`config.mk`:
```
export PLATFORM = sky130hd
export DESIGN_NAME = sppf_filter
export DESIGN_NICKNAME = d
export VERILOG_FILES = /design/src/sppf_filter.v
export VERILOG_INCLUDE_DIRS = /design/src
export SDC_FILE = /design/constraint.sdc
export NUM_CORES = 2
export LEC_CHECK = 0
export BUFFER_PORTS_ARGS = -buffer_cell sky130_fd_sc_hd__clkbuf_2
export CAP_MARGIN = 20
export CORE_MARGIN = 10
export CORE_UTILIZATION = 35
export DETAILED_ROUTE_END_ITERATION = 7
export PLACE_DENSITY = 0.55
export SETUP_SLACK_MARGIN = 0.15
export SLEW_MARGIN = 20
export SYNTH_ARGS = -nofsm -noshare
export SYNTH_HDL_FRONTEND = slang
export SYNTH_SLANG_ARGS = --single-unit
export TNS_END_PERCENT = 1
```
`constraint.sdc`:
```
create_clock -name clk -period 27.8 [get_ports clk]
set_input_delay 1.39 -clock clk [delete_from_list [all_inputs] [get_ports clk]]
set_output_delay 1.39 -clock clk [all_outputs]
set_load 0.005 [all_outputs]
```
`src/sppf_consts.vh`:
```
// constants for the speech pre/post filter datapath
`ifndef SPPF_CONSTS_VH
`define SPPF_CONSTS_VH
`define SPPF_MAX16      16'sh7fff
`define SPPF_MIN16      16'sh8000
`define SPPF_MAX32      32'sh7fffffff
`define SPPF_MIN32      32'sh80000000
`define SPPF_RND15      32'sh00004000
`define SPPF_FRAC_SH    15
`define SPPF_HP_COEF    16'sh7fdf
`define SPPF_PRE_COEF   16'sh91ec
`define SPPF_DE_COEF    16'sh6e14
`define SPPF_DS_RSH     3
`define SPPF_DS_LSH     2
`define SPPF_DS_DOWN    5'h1d   // minus three: right shift by three
`define SPPF_DS_UP      5'h02   // plus two: left shift by two
`define SPPF_FRAC_UP    6'h0f   // plus fifteen: into the accumulator
`define SPPF_FRAC_DN    6'h31   // minus fifteen: high part of state
`define SPPF_FRAME_LEN  8'ha0
`define SPPF_SUB_LEN    6'h28
`define SPPF_SUB_CNT    3'h4
`endif

```
`src/sppf_filter.v`:
```
// speech pre-emphasis / de-emphasis arithmetic datapath
`timescale 1ns/1ps
`default_nettype none
`include "sppf_consts.vh"
// Functional notes
// - de-emphasis: sr plus beta times previous output
// - only 16-bit and 32-bit signed operands
// - use 13 valid sample bits only
// - shifts arithmetic; negative count reverses direction
// - 16-bit add/sub saturate
// - truncating fractional product, min*min gives max
// - rounding product adds 16384 first
// - absolute value saturates at 32767
// - fractional division, equal operands give 32767
// - widening product is product shifted left one
// - 32-bit add/sub saturate
// - normalise shift count for 32-bit values
// - sign-extend to 32, truncate to 16
// - 160-sample frames, four 40-sample sub-segments
// - area ratios per frame, rest per sub-segment
// - downscale: right shift three, left two
// - high-pass difference shifted into 32-bit accumulator
// - recursive state split, 32735 scaling, rounded out
// - high-pass state persists, resets to zero
// - pre-emphasis with -28180 rounding product
module sppf_filter (
  input  wire        clk,
  input  wire        resetn,
  input  wire        enc_valid,
  input  wire [15:0] enc_sample,
  output wire        enc_ready,
  output reg         pre_valid,
  output reg  [15:0] pre_sample,
  output reg         pre_frame_start,
  output reg         pre_sub_start,
  input  wire        pre_ready,
  input  wire        dec_valid,
  input  wire [15:0] dec_sample,
  output reg         dec_ready,
  output reg         deemph_valid,
  output reg  [15:0] deemph_output,
  input  wire        deemph_ready,
  input  wire [15:0] norm_in,
  output reg  [5:0]  norm_count,
  input  wire [15:0] div_num,
  input  wire [15:0] div_den,
  output reg  [15:0] div_quot
);

  // saturating 16-bit add on 17-bit sum
  function [15:0] sat_add;
    input [15:0] a;
    input [15:0] b;
    reg   [16:0] s;
    begin
      s = {a[15], a} + {b[15], b};
      if (s[16] != s[15])
        sat_add = s[16] ? `SPPF_MIN16 : `SPPF_MAX16;
      else
        sat_add = s[15:0];
    end
  endfunction

  // saturating 16-bit subtract
  function [15:0] sat_sub;
    input [15:0] a;
    input [15:0] b;
    reg   [16:0] s;
    begin
      s = {a[15], a} - {b[15], b};
      if (s[16] != s[15])
        sat_sub = s[16] ? `SPPF_MIN16 : `SPPF_MAX16;
      else
        sat_sub = s[15:0];
    end
  endfunction

  // saturating 32-bit add
  function [31:0] lsat_add;
    input [31:0] a;
    input [31:0] b;
    reg   [32:0] s;
    begin
      s = {a[31], a} + {b[31], b};
      if (s[32] != s[31])
        lsat_add = s[32] ? `SPPF_MIN32 : `SPPF_MAX32;
      else
        lsat_add = s[31:0];
    end
  endfunction

  // saturating 32-bit subtract
  function [31:0] lsat_sub;
    input [31:0] a;
    input [31:0] b;
    reg   [32:0] s;
    begin
      s = {a[31], a} - {b[31], b};
      if (s[32] != s[31])
        lsat_sub = s[32] ? `SPPF_MIN32 : `SPPF_MAX32;
      else
        lsat_sub = s[31:0];
    end
  endfunction

  // widening product, doubled; min*min never reaches it
  function [31:0] l_mult;
    input [15:0] a;
    input [15:0] b;
    reg signed [31:0] p;
    begin
      p = $signed(a) * $signed(b);
      l_mult = {p[30:0], 1'b0};
    end
  endfunction

  // rounding fractional product
  function [15:0] mult_rnd;
    input [15:0] a;
    input [15:0] b;
    reg signed [31:0] p;
    begin
      p = ($signed(a) * $signed(b)) + $signed(`SPPF_RND15);
      if (a == `SPPF_MIN16 && b == `SPPF_MIN16)
        mult_rnd = `SPPF_MAX16;
      else
        mult_rnd = p[30:15];
    end
  endfunction

  // count of left shifts to normalise a 32-bit word
  function [5:0] norm32;
    input [31:0] v;
    integer      i;
    reg          done;
    begin
      norm32 = 6'h00;
      done = 1'b0;
      if (v == 32'h00000000)
        done = 1'b1;
      if (v == 32'hc0000000)      // upper negative bound is already normal
        done = 1'b1;
      for (i = 30; i >= 0; i = i - 1) begin
        if (!done && v[i] == v[31])
          norm32 = norm32 + 6'h01;
        else
          done = 1'b1;
      end
    end
  endfunction

  // fractional division, restoring, fifteen quotient bits
  function [15:0] frac_div;
    input [15:0] n;
    input [15:0] d;
    integer      i;
    reg   [16:0] r;
    begin
      frac_div = 16'h0000;
      r = {1'b0, n};
      if (n == d)
        frac_div = `SPPF_MAX16;
      else begin
        for (i = 0; i < 15; i = i + 1) begin
          r = {r[15:0], 1'b0};
          frac_div = {frac_div[14:0], 1'b0};
          if (r >= {1'b0, d}) begin
            r = r - {1'b0, d};
            frac_div = frac_div | 16'h0001;
          end
        end
      end
    end
  endfunction

  // 16-bit shift left by a signed count; negative shifts right
  function [15:0] shl16;
    input [15:0] v;
    input [4:0]  n;               // two's complement count
    begin
      if (n[4])
        shl16 = $signed(v) >>> (~n + 5'h01);
      else
        shl16 = v << n;
    end
  endfunction

  // 32-bit shift left by a signed count; negative shifts right
  function [31:0] lshl32;
    input [31:0] v;
    input [5:0]  n;               // two's complement count
    begin
      if (n[5])
        lshl32 = $signed(v) >>> (~n + 6'h01);
      else
        lshl32 = v << n;
    end
  endfunction

  // truncating fractional product; not called by any stage in this module
  function [15:0] mult_trn;
    input [15:0] a;
    input [15:0] b;
    reg signed [31:0] p;
    begin
      p = $signed(a) * $signed(b);
      if (a == `SPPF_MIN16 && b == `SPPF_MIN16)
        mult_trn = `SPPF_MAX16;
      else
        mult_trn = p[30:15];
    end
  endfunction

  // magnitude; the most negative word would overflow, so clamp
  function [15:0] abs16;
    input [15:0] a;
    begin
      if (a == `SPPF_MIN16)
        abs16 = `SPPF_MAX16;
      else if (a[15])
        abs16 = 16'h0000 - a;
      else
        abs16 = a;
    end
  endfunction

  // ---------------- encoder input skid buffer (two entries)
  reg  [15:0] ebuf_q [0:1];       // buffered input words
  reg  [1:0]  ecnt_q;             // occupancy
  reg         ewr_q;              // write slot
  reg         erd_q;              // read slot
  wire        e_push = enc_valid && (ecnt_q != 2'h2);
  wire        e_avail = (ecnt_q != 2'h0);
  wire        o_free = !pre_valid || pre_ready;
  wire        e_pop = e_avail && o_free;
  wire [1:0]  ecnt_d = ecnt_q + {1'b0, e_push} - {1'b0, e_pop}; // next count
  reg         enc_rdy_q;          // registered back-pressure, tracks ecnt_q
  assign enc_ready = enc_rdy_q;   // back-pressure to source

  // filter state, persistent across frames
  reg  [15:0] hp_prev_input;      // previous downscaled sample
  reg  [31:0] hp_recursive_state; // 32-bit recursive state
  reg  [15:0] preemph_prev_sample;// previous offset-free sample
  reg  [7:0]  frm_cnt_q;          // position in 160-sample frame
  reg  [5:0]  sub_cnt_q;          // position in 40-sample segment

  // combinational encoder arithmetic
  reg  [15:0] so_w, s1_w, lsp_w, tmp_w, sof_w;
  reg  [31:0] ls2_w, z2_w, msp32_w, rnd_w;
  reg  [15:0] msp_w;
  always @* begin
    // low 3 bits dropped by the shift, the 13 valid bits remain
    so_w = shl16(ebuf_q[erd_q], `SPPF_DS_DOWN);
    so_w = shl16(so_w, `SPPF_DS_UP);
    s1_w = sat_sub(so_w, hp_prev_input);
    ls2_w = lshl32({{16{s1_w[15]}}, s1_w}, `SPPF_FRAC_UP);
    msp32_w = lshl32(hp_recursive_state, `SPPF_FRAC_DN);
    msp_w = msp32_w[15:0];
    z2_w = lsat_sub(hp_recursive_state, msp32_w << `SPPF_FRAC_SH);
    lsp_w = z2_w[15:0];
    tmp_w = mult_rnd(lsp_w, `SPPF_HP_COEF);
    ls2_w = lsat_add(ls2_w, {{16{tmp_w[15]}}, tmp_w});
    z2_w = lsat_add($signed(l_mult(msp_w, `SPPF_HP_COEF)) >>> 1,
                    ls2_w);
    rnd_w = lsat_add(z2_w, `SPPF_RND15);
    rnd_w = $signed(rnd_w) >>> `SPPF_FRAC_SH;
    sof_w = rnd_w[15:0];
  end

  // encoder side state update
  always @(posedge clk or negedge resetn) begin
    if (!resetn) begin
      ecnt_q              <= 2'h0;
      enc_rdy_q           <= 1'b1;
      ewr_q               <= 1'b0;
      erd_q               <= 1'b0;
      ebuf_q[0]           <= 16'h0000;
      ebuf_q[1]           <= 16'h0000;
      hp_prev_input       <= 16'h0000;
      hp_recursive_state  <= 32'h00000000;
      preemph_prev_sample <= 16'h0000;
      frm_cnt_q           <= 8'h00;
      sub_cnt_q           <= 6'h00;
      pre_valid           <= 1'b0;
      pre_sample          <= 16'h0000;
      pre_frame_start     <= 1'b0;
      pre_sub_start       <= 1'b0;
    end else begin
      // buffer bookkeeping
      if (e_push) begin
        ebuf_q[ewr_q] <= enc_sample;
        ewr_q <= !ewr_q;
      end
      if (e_pop)
        erd_q <= !erd_q;
      ecnt_q <= ecnt_d;
      enc_rdy_q <= (ecnt_d != 2'h2);
      // markers only mean something alongside a valid word
      if (pre_valid && pre_ready) begin
        pre_valid       <= 1'b0;
        pre_frame_start <= 1'b0;
        pre_sub_start   <= 1'b0;
      end
      // one sample through the filters
      if (e_pop) begin
        hp_prev_input      <= so_w;
        hp_recursive_state <= z2_w;
        preemph_prev_sample <= sof_w;
        pre_sample <= sat_add(sof_w,
          mult_rnd(preemph_prev_sample, `SPPF_PRE_COEF));
        pre_valid <= 1'b1;
        // frame cadence markers for analysis stages
        pre_frame_start <= (frm_cnt_q == 8'h00);
        pre_sub_start   <= (sub_cnt_q == 6'h00);
        frm_cnt_q <= (frm_cnt_q == `SPPF_FRAME_LEN - 8'h01) ?
                     8'h00 : frm_cnt_q + 8'h01;
        sub_cnt_q <= (sub_cnt_q == `SPPF_SUB_LEN - 6'h01) ?
                     6'h00 : sub_cnt_q + 6'h01;
      end
    end
  end

  // ---------------- decoder de-emphasis post-filter
  reg  [15:0] deemph_prev_q;      // previous de-emphasis output
  wire        d_free = !deemph_valid || deemph_ready;
  wire [15:0] de_w = sat_add(dec_sample,
                     mult_rnd(deemph_prev_q, `SPPF_DE_COEF));

  // one-entry output holding, ready registered ahead
  always @(posedge clk or negedge resetn) begin
    if (!resetn) begin
      deemph_prev_q <= 16'h0000;
      deemph_valid  <= 1'b0;
      deemph_output <= 16'h0000;
      dec_ready     <= 1'b0;
    end else begin
      dec_ready <= d_free && !(dec_valid && dec_ready);
      if (deemph_valid && deemph_ready)
        deemph_valid <= 1'b0;
      if (dec_valid && dec_ready) begin
        deemph_prev_q <= de_w;
        deemph_output <= de_w;
        deemph_valid  <= 1'b1;
      end
    end
  end

  // ---------------- exported primitive results
  always @(posedge clk or negedge resetn) begin
    if (!resetn) begin
      norm_count <= 6'h00;
      div_quot   <= 16'h0000;
    end else begin
      norm_count <= norm32({norm_in, 16'h0000});
      div_quot   <= frac_div(div_num, div_den);
    end
  end

endmodule // sppf_filter
`default_nettype wire

```
Word level (Yosys, flattened, before mapping)
Cells that the tools add are included.
{"block": "word_totals", "ff_bits": 171, "out_inout_bits": 60, "in_bits": 86}
{"block": "op_classes", "n_mul": 4, "eq_ne": 28, "mux": 136, "reduce_logical": 82, "bitwise_logic": 3, "order_cmp": 18, "add_sub_neg": 58}
{"op": "16-bit two-way mux", "n": 41}
{"op": "17-bit by 16-bit >= comparator with 1-bit output", "n": 15}
{"op": "16-bit subtractor", "n": 14}
{"op": "6-bit by 1-bit adder with 6-bit output (second input constant)", "n": 31}
{"op": "6-bit two-way mux", "n": 31}
{"op": "32-bit two-way mux", "n": 4}
{"op": "31-bit by 16-bit adder with 31-bit output (second input constant)", "n": 3}
{"op": "16-bit by 16-bit multiplier with 31-bit output (second input constant)", "n": 2}
{"op": "31-bit two-way mux", "n": 2}
{"op": "16-bit by 14-bit multiplier with 29-bit output (second input constant)", "n": 2}
{"op": "1-bit two-way mux", "n": 54}
{"op": "1-bit logical AND", "n": 38}
{"op": "1-bit logical NOT", "n": 36}
{"op": "16-bit by 16-bit adder with 17-bit output", "n": 2}
{"op": "31-bit by 32-bit adder with 33-bit output", "n": 1}
{"op": "32-bit by 16-bit adder with 33-bit output (second input constant)", "n": 1}
{"op": "32-bit by 32-bit subtractor with 33-bit output", "n": 1}
{"op": "31-bit by 16-bit adder with 32-bit output", "n": 1}
{"op": "32-bit bitwise mux", "n": 1}
{"op": "16-bit demux with 1-bit select", "n": 1}
{"op": "16-bit equality test", "n": 1}
{"op": "16-bit equality test (second input constant)", "n": 1}
{"op": "16-bit logical NOT", "n": 1}
{"op": "15-bit by 15-bit subtractor with 16-bit output", "n": 1}
{"op": "18 further kinds", "n": 44}

Depth between registers and ports, before layout
{"block": "logic_depth", "word_depth": 96, "mapped_depth": 250}

Worst setup path after synthesis
No wires, ideal clock.
{"block": "synth_timing", "path_kind": "in2reg", "from": "input div_den[1]", "to": "register div_quot[0]", "path_buffers": 18, "slack_ns": -16.428, "setup_time_ns": 0.124, "arrival_ns": 44.104, "stages": 241, "required_time_ns": 27.676, "path_cell_list": "buf_2 > inv_1 > ha_1 > nor2b_1 > o31a_1 > o31ai_4 > and3_4 > o21a_1 > buf_2 > buf_1 > nor2_1 > ha_1 > nor2b_1 > o31a_1 > o21ai_1 > a21boi_0 > nand2b_1 > a221oi_1 > (+205 left out) > ha_1 > a21o_1 > a21oi_1 > nor2b_1 > o21ai_0 > nand2b_1 > a21oi_1 > nor2b_1 > o21ai_0 > nand2b_1 > a21oi_1 > o21ai_0 > a21oi_1 > nor2b_1 > o21ai_0 > nand3_1 > nor2_1 > mux2i_1"}
{"block": "synth_via", "elab_chain_cells": 45, "word_cells_on_any_way": 60, "cone_classes": "14 x add/sub; 15 x order compare; 1 x eq/ne; 30 x mux"}
{"element": "start: declaration", "line_no": "sppf_filter.v:46", "source": "input wire [15:0] div_den,"}
{"element": "16-bit subtractor or 17-bit by 16-bit >= comparator with 1-bit output (tied branches)", "line_no": "sppf_filter.v:168, sppf_filter.v:167"}
{"element": "16-bit two-way mux", "line_no": "sppf_filter.v:167", "source": "if (r >= {1'b0, d}) begin"}
{"element": "16-bit two-way mux", "line_no": "sppf_filter.v:161", "source": "if (n == d)"}
{"element": "16-bit subtractor or 17-bit by 16-bit >= comparator with 1-bit output (tied branches)", "line_no": "sppf_filter.v:168, sppf_filter.v:167"}
{"element": "16-bit two-way mux", "line_no": "sppf_filter.v:167"}
{"element": "16-bit two-way mux", "line_no": "sppf_filter.v:161"}
{"element": "16-bit subtractor or 17-bit by 16-bit >= comparator with 1-bit output (tied branches)", "line_no": "sppf_filter.v:168, sppf_filter.v:167"}
{"element": "16-bit two-way mux", "line_no": "sppf_filter.v:167"}
{"element": "(+29 left out)"}
{"element": "16-bit two-way mux", "line_no": "sppf_filter.v:167"}
{"element": "16-bit two-way mux", "line_no": "sppf_filter.v:161"}
{"element": "16-bit subtractor or 17-bit by 16-bit >= comparator with 1-bit output (tied branches)", "line_no": "sppf_filter.v:168, sppf_filter.v:167"}
{"element": "16-bit two-way mux", "line_no": "sppf_filter.v:167"}
{"element": "16-bit two-way mux", "line_no": "sppf_filter.v:161"}
{"element": "17-bit by 16-bit >= comparator with 1-bit output", "line_no": "sppf_filter.v:167"}
{"element": "1-bit two-way mux", "line_no": "sppf_filter.v:167"}
{"element": "15-bit two-way mux *", "line_no": "sppf_filter.v:161"}
{"element": "end signal: assignment", "line_no": "sppf_filter.v:355", "source": "div_quot <= frac_div(div_num, div_den);"}
{"element": "end: declaration", "line_no": "sppf_filter.v:47", "source": "output reg [15:0] div_quot"}
Every way passes the cells marked *; elsewhere a longest branch is shown, timed or not. The select of a mux whose other input is x is not followed.
A chain may end at the register's enable or synchronous reset.

Final worst setup path
Same ends and word-level chain as after synthesis.

==> impl_metrics.env <==
export IMPL_outcome="finished with violations"
export IMPL_violations="negative setup slack"
export IMPL_fmax_ghz=0.0265
export IMPL_die_w_um=387
export IMPL_drc=0
export IMPL_r2r_end="pre_sample[1]"
export IMPL_relSlewSlack_pct=23.9
export IMPL_final_core_util_pct=44.3
export IMPL_startpoint="div_den[1]"
export IMPL_vias=41409
export IMPL_setup_ws_ps=-10000
export IMPL_grt_overflow=0
export IMPL_portBuffers=141
export IMPL_synth_edf_count=0
export IMPL_cts_root_buf="clkbuf_16"
export IMPL_first_pass_iters=5
export IMPL_diodes=0
export IMPL_syn_area_per_cell_um2=8.59
export IMPL_rrSetupSlack_ps=8720
export IMPL_fin_crit_sh_pct=136
export IMPL_htree_levels=4
export IMPL_cts_buffer_depth=2
export IMPL_fin_skew_ps=19.0
export IMPL_routedWlPerCell_um=16.1
export IMPL_antenna_found_initial=0
export IMPL_ant_nets=0
export IMPL_rsz0062_at_grt="yes"
export IMPL_rr_worst_depth=75
export IMPL_start_util_pct=35.3
export IMPL_grt_max_degree=109
export IMPL_fillers=13199
export IMPL_place_worst_setup_slack_ps=-11730
export IMPL_dr_wl_met2_mm=62.0
export IMPL_ys_flop_type="dfrtp_1"
export IMPL_tightest_slew_ps=1130
export IMPL_fp_dieArea_mm2=0.150
export IMPL_cts_tree="yes"
export IMPL_crit_slowest_cell="or3_4"
export IMPL_finalWirelength_mm=133
export IMPL_ios=146
export IMPL_multiInputGateArea_mm2=0.0410
export IMPL_wl_met3_mm=4.26
export IMPL_std_cell_rows=134
export IMPL_setup_viol=4
export IMPL_cts_sinks=163
export IMPL_syn_nets=6811
export IMPL_place_area_mm2=0.0556
export IMPL_ys_seq_elements=163
export IMPL_synthDistinctLibCells=116
export IMPL_ys_seq_area_share_pct=8.67
export IMPL_dr_first_iter_drc_count=1886
export IMPL_place_congestion=0.890
export IMPL_hold_path_class="flop to flop"
export IMPL_wl_met1_mm=64.8
export IMPL_endpoint_kind="flop"
export IMPL_dp_hpwl_mm=107
export IMPL_setup_worst_path_end="div_quot[0]"
export IMPL_worstHoldStart="pre_sample[1]"
export IMPL_track_usage_pct=17.5
export IMPL_synthArstFlopShare_pct=100
export IMPL_slew_viol_final=0
export IMPL_cts_hold_buf=0
export IMPL_required_ps=28220
export IMPL_grt_pass1_wl_mm=219
export IMPL_regArea_mm2=0.00408
export IMPL_max_stage_delay_ps=420
export IMPL_fp_dieH_um=387
export IMPL_postSynthCellCount=5478
export IMPL_crit_fanout=5
export IMPL_drv_cap=0
export IMPL_grt_pass1_vias=42256
export IMPL_drt_vias_per_instance=5.00
export IMPL_fin_area_mm2=0.0591
export IMPL_hold_viol=0
export IMPL_drive_gt1_share_pct=25.1
export IMPL_worstSetupPathType="input port to flop"
export IMPL_finalCriticalPeriod_ps=37800
export IMPL_routed_top_layer="met4"
export IMPL_syn2layout_area_growth_pct=25.5
export IMPL_arrival_ps=38220
export IMPL_worst_path_most_repeated_cell="buf_4"
export IMPL_path_clk_slew_ps=80
export IMPL_nets=7830
export IMPL_ys_warn_count=0
export IMPL_cts_buffers=17
export IMPL_start_kind="input port"
export IMPL_syn_area_mm2=0.0471
export IMPL_reg2reg_from="hp_recursive_state[6]"
export IMPL_coreArea_mm2=0.133
export IMPL_clkLatencyLatePin_ps=530
## cell usage in the layout, fill, tap and decap left out, types with 187 or more instances in the layout
cell       n
a21oi_1  251
buf_4    941
fa_1     449
ha_1     766
inv_1    809
nand2_1  337
nor2_1   359
o21ai_0  249
xnor2_1  297
xor2_1   187
## cells in the mapped netlist (70+ instances only)
cell / instances / area [µm²]
a21o_1: 114 / 856
nand3_1: 89 / 445
dfrtp_1: 162 / 4050
nor2b_1: 70 / 438
a21oi_1: 277 / 1390
mux2_2: 174 / 1960
o21ai_0: 319 / 1600
xor2_1: 188 / 1650
nor3_1: 93 / 465
inv_1: 812 / 3050
nand2_1: 346 / 1300
xnor2_1: 298 / 2610
fa_1: 449 / 8990
nor2_1: 377 / 1420
ha_1: 798 / 9980
## area by class of cell
class | instances | area share (%)
Multi-Input combinational cell | 4395 | 69.4
Timing Repair Buffer | 1104 | 13.7
Sequential cell | 163 | 6.91
Inverter | 816 | 5.20
Tap cell | 1768 | 3.74
Clock buffer | 17 | 0.720
Clock inverter | 15 | 0.345
## kinds of logic (layout without fill, tap and decap cells)
family / after synthesis / in the layout / share of synthesized area (%)
buffers and inverters: 921 / 1952 / 7.43
AO/OA/AOI/OAI: 1148 / 1148 / 15.7
AND/OR/NAND/NOR: 1284 / 1285 / 13.0
flip-flops: 163 / 163 / 8.67
multiplexers: 207 / 207 / 4.94
XOR/XNOR: 504 / 504 / 9.85
adder cells (fa/ha/maj): 1250 / 1250 / 40.4
other: 1 / 1 / 0.00797
## metrics by stage
step	std cells	setup TNS [ps]	hold WS [ps]
finish	8278	-25530	486
floorplan	5478	-29550	454
CTS	8233	-21940	488
detailed placement	8008	-32500	471
global placement	8007	-30030	462
global route	8278	-31860	508
## registers in the layout (all words and copies together) (netlist names), 2 cells and up
signal,flops
hp_recursive_state,31
ebuf_q,26
deemph_prev_q,16
pre_sample,16
preemph_prev_sample,16
div_quot,15
hp_prev_input,13
frm_cnt_q,8
norm_count,6
sub_cnt_q,6
ecnt_q,2
## worst max-delay path: cells and delay by family
family                   cells  cell delay [ps]
buffers and inverters       79             9900
AO/OA/AOI/OAI              100            15410
multiplexers                10             2520
adder cells (fa/ha/maj)     13             3260
AND/OR/NAND/NOR             44             5730
## metal layers
metal	global-route usage [%]	up-vias
met4	3.61	0
met3	1.79	120
met1	24.2	19961
li1	-	20692
met2	29.3	636
met5	0	-
## worst min path at each step
stage                       endpoint  slack (ps)  depth (start not counted)
floorplan           hp_prev_input[2]         450                          2
global placement       pre_sample[5]         460                          2
detailed placement     pre_sample[5]         470                          2
CTS                    pre_sample[5]         490                          2
global route           pre_sub_start         510                          1
finish                 pre_sample[1]         490                          2
## repair_timing
action                     4_1_cts  5_1_grt
buffers inserted               192       45
setup endpoints to repair        5        5
pin swaps                      160      163
cloned                           1        0
resized for setup              119      115
Power is left out: the tool's default activity adds up to more than one toggle a clock period on the data nets, which glitch-free logic cannot reach.
